### src/gpio_port_map.svh
`ifndef GPIO_PORT_MAP_SVH
`define GPIO_PORT_MAP_SVH

// Port geometry
`define PORT_WIDTH            8
`define APB_ADDR_WIDTH        12

// Register byte offsets
`define PORT_PIN_DATA_OFS     12'h000
`define PIN_DIRECTION_OFS     12'h004
`define ANALOG_SELECT_OFS     12'h008
`define OUTPUT_LATCH_OFS      12'h00C
`define PORT_BIT_SET_OFS      12'h010
`define PORT_BIT_CLEAR_OFS    12'h014
`define PORT_BIT_TOGGLE_OFS   12'h018

// Reset values
`define PIN_DIRECTION_RESET   8'hFF
`define ANALOG_SELECT_RESET   8'hFF
`define OUTPUT_LATCH_RESET    8'h00
`define READ_DATA_RESET       32'h00000000

// Field positions of the port byte inside a bus word
`define PORT_BYTE_LSB         0
`define PORT_BYTE_MSB         7
`define PORT_BYTE_STRB        0

// Pins feeding the shared peripherals
`define TIMER_GATE_PIN        0
`define CAP_SENSE_B_LSB       0
`define CAP_SENSE_B_MSB       2
`define CAP_SENSE_A_LSB       3
`define CAP_SENSE_A_MSB       7

`endif

### src/gpio_port_pkg.sv
`include "gpio_port_map.svh"

package gpio_port_pkg;

    typedef logic [`PORT_WIDTH-1:0] port_byte_type;

    typedef struct packed {
        logic                       psel;
        logic                       penable;
        logic                       pwrite;
        logic [`APB_ADDR_WIDTH-1:0] paddr;
        logic [31:0]                pwdata;
        logic [3:0]                 pstrb;
    } apb_req_type;

    typedef struct packed {
        port_byte_type pin_out;
        port_byte_type pin_oe_b;
    } pad_drive_type;

    typedef struct packed {
        port_byte_type latch;
        port_byte_type direction;
        port_byte_type analog_sel;
        logic [31:0]   rdata;
        logic          slverr;
        logic          loaded;
    } port_state_type;

    typedef struct packed {
        port_byte_type level_meta;
        port_byte_type level_sync;
    } sync_state_type;

endpackage

### src/pin_sync.sv
`timescale 1ns/1ns

module pin_sync #(
    parameter int PINS = 8
) (
    input  wire logic            mclk,
    input  wire logic            rst_b,
    input  wire logic            clk_en,
    input  wire logic [PINS-1:0] pin_raw,
    output logic      [PINS-1:0] pin_level
);

    if (PINS < 1) begin : g_bad_pins
        $error("pin_sync: PINS must be at least one");
    end

    logic [PINS-1:0] meta_reg;
    logic [PINS-1:0] sync_reg;

    // Only the second stage is ever read
    generate
        for (genvar i = 0; i < PINS; i++) begin : g_bit
            always_ff @(posedge mclk or negedge rst_b) begin
                if (!rst_b) begin
                    meta_reg[i] <= 1'b0;
                    sync_reg[i] <= 1'b0;
                end else if (clk_en) begin
                    meta_reg[i] <= pin_raw[i];
                    sync_reg[i] <= meta_reg[i];
                end
            end
        end
    endgenerate

    assign pin_level = sync_reg;

endmodule

### src/pin_pad.sv
`timescale 1ns/1ns

module pin_pad #(
    parameter int PINS = 8
) (
    input  wire logic [PINS-1:0] pin_level,
    input  wire logic [PINS-1:0] latch,
    input  wire logic [PINS-1:0] direction,
    input  wire logic [PINS-1:0] analog_sel,
    output logic      [PINS-1:0] digital_in,
    output logic      [PINS-1:0] pin_out,
    output logic      [PINS-1:0] pin_oe_b
);

    if (PINS < 1) begin : g_bad_pins
        $error("pin_pad: PINS must be at least one");
    end

    generate
        for (genvar i = 0; i < PINS; i++) begin : g_pin
            // Driver follows direction alone, analog select ignored
            assign pin_oe_b[i]   = direction[i];
            assign pin_out[i]    = latch[i];
            // Input buffer off in analog mode
            assign digital_in[i] = pin_level[i] & ~analog_sel[i];
        end
    endgenerate

endmodule

### src/gpio_port.sv
// Local design decisions: the APB register port and the register addresses.
`timescale 1ns/1ns
`include "gpio_port_map.svh"

module gpio_port #(
    parameter int PINS = `PORT_WIDTH
) (
    input  wire logic                        mclk,
    input  wire logic                        rst_b,
    input  wire logic                        clk_en,
    input  wire gpio_port_pkg::apb_req_type  apb_req,
    output logic                             pready,
    output logic [31:0]                      prdata,
    output logic                             pslverr,
    input  wire logic [PINS-1:0]             pin_in,
    output gpio_port_pkg::pad_drive_type     pad_drive,
    output logic [`CAP_SENSE_A_MSB-`CAP_SENSE_A_LSB:0] cap_sense_a_channel,
    output logic [`CAP_SENSE_B_MSB-`CAP_SENSE_B_LSB:0] cap_sense_b_channel,
    output logic                             timer_gate_input
);

    // Refuse geometries that the fixed port byte cannot serve
    if (PINS != `PORT_WIDTH) begin : g_bad_pins
        $error("gpio_port: PINS must equal the port width");
    end
    if (`TIMER_GATE_PIN >= PINS) begin : g_bad_gate
        $error("gpio_port: timer gate pin lies outside the port");
    end
    if (`CAP_SENSE_A_MSB >= PINS) begin : g_bad_sense
        $error("gpio_port: sense channels lie outside the port");
    end

    gpio_port_pkg::port_state_type st_reg;
    gpio_port_pkg::port_state_type st_next;

    gpio_port_pkg::port_byte_type pin_level;
    gpio_port_pkg::port_byte_type digital_in;
    gpio_port_pkg::port_byte_type pad_out;
    gpio_port_pkg::port_byte_type pad_oe_b;

    logic        setup_load;
    logic        access_done;
    logic        lane_ok;
    logic [7:0]  wbyte;

    pin_sync #(
        .PINS      (PINS)
    ) u_sync (
        .mclk      (mclk),
        .rst_b     (rst_b),
        .clk_en    (clk_en),
        .pin_raw   (pin_in),
        .pin_level (pin_level)
    );

    pin_pad #(
        .PINS       (PINS)
    ) u_pad (
        .pin_level  (pin_level),
        .latch      (st_reg.latch),
        .direction  (st_reg.direction),
        .analog_sel (st_reg.analog_sel),
        .digital_in (digital_in),
        .pin_out    (pad_out),
        .pin_oe_b   (pad_oe_b)
    );

    // Per-pin drivers for all eight pins
    assign pad_drive.pin_out  = pad_out;
    assign pad_drive.pin_oe_b = pad_oe_b;

    // Capacitive sensing is an analog path, so it taps the synchronized level ahead of the analog gating
    assign cap_sense_a_channel =
        pin_level[`CAP_SENSE_A_MSB:`CAP_SENSE_A_LSB];
    assign cap_sense_b_channel =
        pin_level[`CAP_SENSE_B_MSB:`CAP_SENSE_B_LSB];
    // Timer gate is digital and sees the gated input
    assign timer_gate_input = digital_in[`TIMER_GATE_PIN];

    // Read data captured one cycle ahead of the access phase
    assign pready  = st_reg.loaded & clk_en;
    assign prdata  = st_reg.rdata;
    assign pslverr = st_reg.slverr;

    assign setup_load  = apb_req.psel & ~st_reg.loaded;
    assign access_done = apb_req.psel & apb_req.penable & pready;
    assign lane_ok     = apb_req.pstrb[`PORT_BYTE_STRB];
    assign wbyte       = apb_req.pwdata[`PORT_BYTE_MSB:`PORT_BYTE_LSB];

    always_comb begin
        st_next = st_reg;
        if (setup_load) begin
            st_next.loaded = 1'b1;
            st_next.rdata  = `READ_DATA_RESET;
            st_next.slverr = 1'b0;
            unique case (apb_req.paddr)
                `PORT_PIN_DATA_OFS: begin
                    // Pins, not latch
                    st_next.rdata[`PORT_BYTE_MSB:`PORT_BYTE_LSB] =
                        digital_in;
                end
                `PIN_DIRECTION_OFS: begin
                    st_next.rdata[`PORT_BYTE_MSB:`PORT_BYTE_LSB] =
                        st_reg.direction;
                end
                `ANALOG_SELECT_OFS: begin
                    st_next.rdata[`PORT_BYTE_MSB:`PORT_BYTE_LSB] =
                        st_reg.analog_sel;
                end
                `OUTPUT_LATCH_OFS: begin
                    st_next.rdata[`PORT_BYTE_MSB:`PORT_BYTE_LSB] =
                        st_reg.latch;
                end
                `PORT_BIT_SET_OFS,
                `PORT_BIT_CLEAR_OFS,
                `PORT_BIT_TOGGLE_OFS: begin
                    st_next.rdata = `READ_DATA_RESET;
                end
                default: begin
                    st_next.slverr = 1'b1;
                end
            endcase
        end
        if (access_done) begin
            st_next.loaded = 1'b0;
            if (apb_req.pwrite && !st_reg.slverr && lane_ok) begin
                unique case (apb_req.paddr)
                    `PORT_PIN_DATA_OFS: begin
                        // Whole byte modified, sampled pins fully replaced
                        st_next.latch = wbyte;
                    end
                    `PIN_DIRECTION_OFS: begin
                        st_next.direction = wbyte;
                    end
                    `ANALOG_SELECT_OFS: begin
                        st_next.analog_sel = wbyte;
                    end
                    // Analog pins read 0 here, so clear leaves them 0 in the latch and set or toggle loads the written bit
                    `PORT_BIT_SET_OFS: begin
                        st_next.latch = digital_in | wbyte;
                    end
                    `PORT_BIT_CLEAR_OFS: begin
                        st_next.latch = digital_in & ~wbyte;
                    end
                    `PORT_BIT_TOGGLE_OFS: begin
                        st_next.latch = digital_in ^ wbyte;
                    end
                    default: begin
                        st_next.latch = st_reg.latch;
                    end
                endcase
            end
        end
    end

    always_ff @(posedge mclk or negedge rst_b) begin
        if (!rst_b) begin
            st_reg.latch      <= `OUTPUT_LATCH_RESET;
            st_reg.direction  <= `PIN_DIRECTION_RESET;
            st_reg.analog_sel <= `ANALOG_SELECT_RESET;
            st_reg.rdata      <= `READ_DATA_RESET;
            st_reg.slverr     <= 1'b0;
            st_reg.loaded     <= 1'b0;
        end else if (clk_en) begin
            st_reg <= st_next;
        end
    end

endmodule

### config.mk
export PLATFORM = sky130hd
export DESIGN_NAME = gpio_port
export DESIGN_NICKNAME = d
export VERILOG_FILES = /design/src/gpio_port_pkg.sv /design/src/pin_sync.sv /design/src/pin_pad.sv /design/src/gpio_port.sv
export VERILOG_INCLUDE_DIRS = /design/src /design/src/src
export SDC_FILE = /design/constraint.sdc
export NUM_CORES = 1
export LEC_CHECK = 0
export BUFFER_PORTS_ARGS = -buffer_cell sky130_fd_sc_hd__buf_2
export CAP_MARGIN = 20
export CORE_AREA = 5 5 88 90
export DETAILED_ROUTE_END_ITERATION = 7
export DIE_AREA = 0 0 93 95
export PLACE_DENSITY_LB_ADDON = 0.1
export SLEW_MARGIN = 20
export SYNTH_ARGS = -nofsm -noshare
export SYNTH_HDL_FRONTEND = slang
export SYNTH_HIERARCHICAL = 1
export SYNTH_SLANG_ARGS = --single-unit
### constraint.sdc
create_clock -name mclk -period 1.85 [get_ports mclk]
set_clock_uncertainty 0.1 [all_clocks]
set_input_delay 0.37 -clock mclk [delete_from_list [all_inputs] [get_ports mclk]]
set_output_delay 0.37 -clock mclk [all_outputs]
set_load 0.02 [all_outputs]
; ---- Word-level counts from Yosys, hierarchy flattened
; Index checks and enable logic that the tools add are counted.
[op_classes]
n_eq_ne = 6
muxes = 5
bitwise_logic = 25
n_reduce_logical = 12
[op_table]
columns = operator, count
row1 = $pmux W8 S4, 2
row2 = $eq A12 B5 Y1 const B, 3
row3 = $eq A12 B4 Y1 const B, 2
row4 = $and A1 B1 Y1, 12
row5 = $eq A12 B3 Y1 const B, 1
row6 = $logic_not A12 Y1, 1
row7 = $reduce_and A4 Y1, 3
row8 = $not A1 Y1, 9
row9 = $and A8 B8 Y8, 1
row10 = $not A8 Y8, 1
row11 = $or A8 B8 Y8, 1
row12 = $xor A8 B8 Y8, 1
row13 = $reduce_or A7 Y1, 1
row14 = $reduce_and A2 Y1, 2
row15 = $reduce_bool A4 Y1, 1
row16 = $mux W1, 3
row17 = $logic_and A1 B1 Y1, 2
row18 = $reduce_bool A2 Y1, 1
row19 = $logic_not A1 Y1, 1
[totals]
regBits = 50
in_bits = 62
wordCells = 70

; ---- Depth between registers and ports, before layout
[depth]
word_depth = 4
ltp_mapped = 6
ltp_nobuf = 6

; ---- Cells and area by module
; The synthesis kept the hierarchy.
[modules_own_cells]
columns = mod, instances, cells_each, area_per_inst_um2, seq_area_each_um2
row1 = gpio_port, 1, 231, 2404.8, 870.8
row2 = pin_sync, 1, 34, 649.4, 400.4
row3 = pin_pad, 1, 24, 230.2, 0.0

; ---- Worst setup path before layout
; OpenSTA, ideal clock, no wires.
[synth_path]
path_type = input port to flip-flop
from = in apb_req[37] (netlist bit)
to = reg st_reg (netlist bit prdata[0])
setup_ps = 74
t_arrival_ps = 2050
t_required_ps = 1676
slack_ps = -374
cell_stages = 6
cell_sequence = or4_4 or3_4 buf_6 or3_4 buf_6 o21ai_2
[synth_between]
elab_chain_cells = 2
elab_cells_between_ends = 5
cone_classes = eq/ne (3) / mux (1) / reduce/logical (1)
[synth_lines]
columns = element, line
row1 = start: declaration, gpio_port.sv:11  ; input wire gpio_port_pkg::apb_req_type apb_req,
row2 = "$eq A12 B4 Y1, or another cell as far along", gpio_port.sv:96  ; unique case (apb_req.paddr)
row3 = $pmux W8 S4 (*), gpio_port.sv:96
row4 = end signal: assignment, gpio_port.sv:165  ; st_reg <= st_next;
row5 = end: declaration, gpio_port.sv:33  ; gpio_port_pkg::port_state_type st_reg;
; Every way passes the cells marked *; elsewhere a longest branch is shown, timed or not.
; A chain may end at the register's enable or synchronous reset.

; ---- Worst setup path after layout
[layout_path]
from = in apb_req[43] (netlist bit)
to = reg, netlist name st_reg[52]
[layout_between]
elab_chain_cells = 3
elab_cells_between_ends = 7
cone_classes = eq/ne (3) / mux (1) / reduce/logical (3)
[layout_lines]
columns = element, line
row1 = $eq A12 B5 Y1 / $logic_not A12 Y1 (equally long branches), gpio_port.sv:127  ; unique case (apb_req.paddr)
row2 = $reduce_bool A4 Y1 (no source line), n/a
row3 = $reduce_and A4 Y1 (no source line), n/a
; Parallel ways exist; a longest one is shown, timed or not.

==> flow_summary.yaml <==
finish:
  fin_util: 0.538
  final_cell_mix: "buf_2 (66), dfrtp_1 (34), inv_1 (25)"
  nFillCells: 629
  layout_commonest_cell: "buf_2"
  drive_above_1_share: 0.550
  num_antenna_cells: 0
  register_area_sq_mm: 0.00127
  nets: 428
  area_delta_synth_final_pct: 14.4
  multiInputGateArea_sq_mm: 0.00167
  largest_reg_flops: 25
sta:
  slew_headroom: 0.345
  fmax_mhz: 517
  hold_violations: 0
  worstMarginPinSlew_ps: 976
  rsz0062_at_grt: "true"
  hold-worst-slack_ps: 196
  setup_viol: 20
  slew_viol_final: 0
  fin_ws_ps: -84.9
  period_needed_ps: 1930
  fin_crit_sh: 1.05
logic_synthesis:
  ys_seq_elements: 50
  ys_warn_count: 6
  synth-xor-area-share: 0
  synth-compound-area-share: 0.0952
  synth.area.mux_share: 0.176
  synth-seq-area-share: 0.387
  synthSimpleGateAreaFrac: 0.115
  synth_top_family_by_area: "multiplexers"
  ys.flop_type: "dfrtp_1"
  async_reset_ff_frac: 1.00
  synth-edff-count: 0
  syn_avg_cell_area_sq_um: 11.4
  netlist_instances: 289
  ys_types: 36
  syn_area_sq_mm: 0.00328
  synthAdderAreaFrac: 0.0610
critical_path:
  arrival_ps: 2030
  cp.required_ps: 1940
  cpMaxStageDelayCell: "or4_4"
  worstPathMaxFanout: 8
  crit_chain: "buf_6 > or4_4 > or4_4 > a221oi_2 > o31ai_2"
  cp-end-kind: "flip-flop"
  critPathLaunchType: "input pin"
  crit_path_frequent_cell: "or4_4"
  path_class: "in -> reg"
  critPathMaxStageDelay_ps: 650
grt:
  grt_overflow: 0
  grt_pass1_vias: 2248
  grt_max_degree: 51
  antenna_found_initial: 0
  track_usage: 0.163
  grt_pass1_wl_mm: 11.3
clock_tree:
  htreeDepth: 2
  clkSlewWorstSetupHoldPaths_ps: 100
  clockRootBuffer: "clkbuf_8"
  clock_latency_ps: 310
  cts.path.max_buffers: 2
  cts_tree: "built"
  cts_buffers: 5
  cts_setup_buffers: 0
  clkSinkCount: 50
routing:
  viasPerCell: 5.08
  wl_mm: 6.92
  vias: 2201
  first_pass_iters: 4
  drc: 0
  drtAntennaViolNets: 0
  drtIter0Drc: 50
  wl_per_cell_microns: 16.0
power:
  p_leak_nw: 1.92
  ir_worst_vdd_uv: 389
  p_per_area_mw_per_mm2: 625
  power_mw: 2.35
min_path:
  holdCritPathClass: "in -> reg"
status:
  status: "complete, but fails checks"
  violations: "negative setup slack"
die:
  die_area_sq_mm: 0.00884
  io-pin-count: 121
  die_x_microns: 93
  die_h_microns: 95
  row_count: 31
  core_sq_mm: 0.00698
  floorplan.initialDensity: 0.470
placed_design:
  gp_congestion: 0.751
  preCtsSetupSlack_ps: -483
  io_buffers: 69
  hpwl_mm: 5.10
run:
  drv_cap: 0
-- synth_stat cells, drive strengths merged, types with 6 or more instances --
master,number,share of area
inv,25,0.029
mux4,8,0.055
dfrtp,34,0.26
o21ai,24,0.046
ha,16,0.061
nor2b,8,0.034
a221oi,8,0.021
nand2,18,0.021
mux2,32,0.12
buf,54,0.13
dfstp,16,0.13
nor2,9,0.010
clkbuf,6,0.0069
o31ai,8,0.018
-- per-layer routing --
| metal | share of wire | track usage |
|---|---|---|
| met1 | 0.44 | 0.221 |
| met2 | 0.51 | 0.272 |
| met3 | 0.041 | 0.0279 |
| met4 | 0.0088 | 0.0452 |
| met5 | 0 | 0 |
-- cells by family (layout without fill, tap and decap cells) --
family | Yosys count | in the layout
AO/OA/AOI/OAI | 44 | 44
other | 1 | 24
adder cells (fa/ha/maj) | 16 | 16
flip-flops | 50 | 50
multiplexers | 40 | 40
AND/OR/NAND/NOR | 53 | 53
buffers and inverters | 85 | 124
-- where the power goes --
group | internal [mW] | total (mW) | switching [mW]
clock network | 0.270 | 0.625 | 0.355
logic | 0.244 | 0.539 | 0.295
registers | 1.14 | 1.18 | 0.0390
-- stage by stage --
step | setup TNS (ps) | instances | cell area [sq um]
3_3_place_gp | -12760 | 425 | 3550
6_report | -710 | 433 | 3760
2_1_floorplan | -10130 | 312 | 3380
4_1_cts | -1360 | 434 | 3710
3_5_place_dp | -12810 | 425 | 3550
5_1_grt | -2400 | 433 | 3760
-- critical path: cells and delay by family --
kind,cells,cell delay (ps)
and+or+nand+nor,2,1220
AOI/OAI and AO/OA,2,360
buffers and inverters,1,90
-- final timing paths --
check	startpoint	to	slack (ps)	cells past startpoint
max	apb_req[43]	st_reg[52]	-80	5
min	pin_in[4]	u_sync/meta_reg[4]	200	2
max reg2reg	pslverr	st_reg[56]	210	4
min reg2reg	prdata[5]	prdata[5]	380	2
max in group asynchronous	rst_b	st_reg[38]	870	3
min in group asynchronous	rst_b	u_sync/meta_reg[7]	480	3
-- cell type report --
type	instances	area share
Sequential cell	50	0.338
Inverter	25	0.0250
Clock buffer	8	0.0213
Tap cell	82	0.0273
Timing Repair Buffer	91	0.145
Multi-Input combinational cell	177	0.443
-- timing repair --
item                                    4_1_cts  5_1_grt
pin swaps                                     5        5
resized for setup                            14       11
hold endpoints to repair                     34        0
hold buffers                                  1        0
endpoints found under the setup margin       32       32
gates cloned                                  0        0
(Power assumes the default switching activity.)
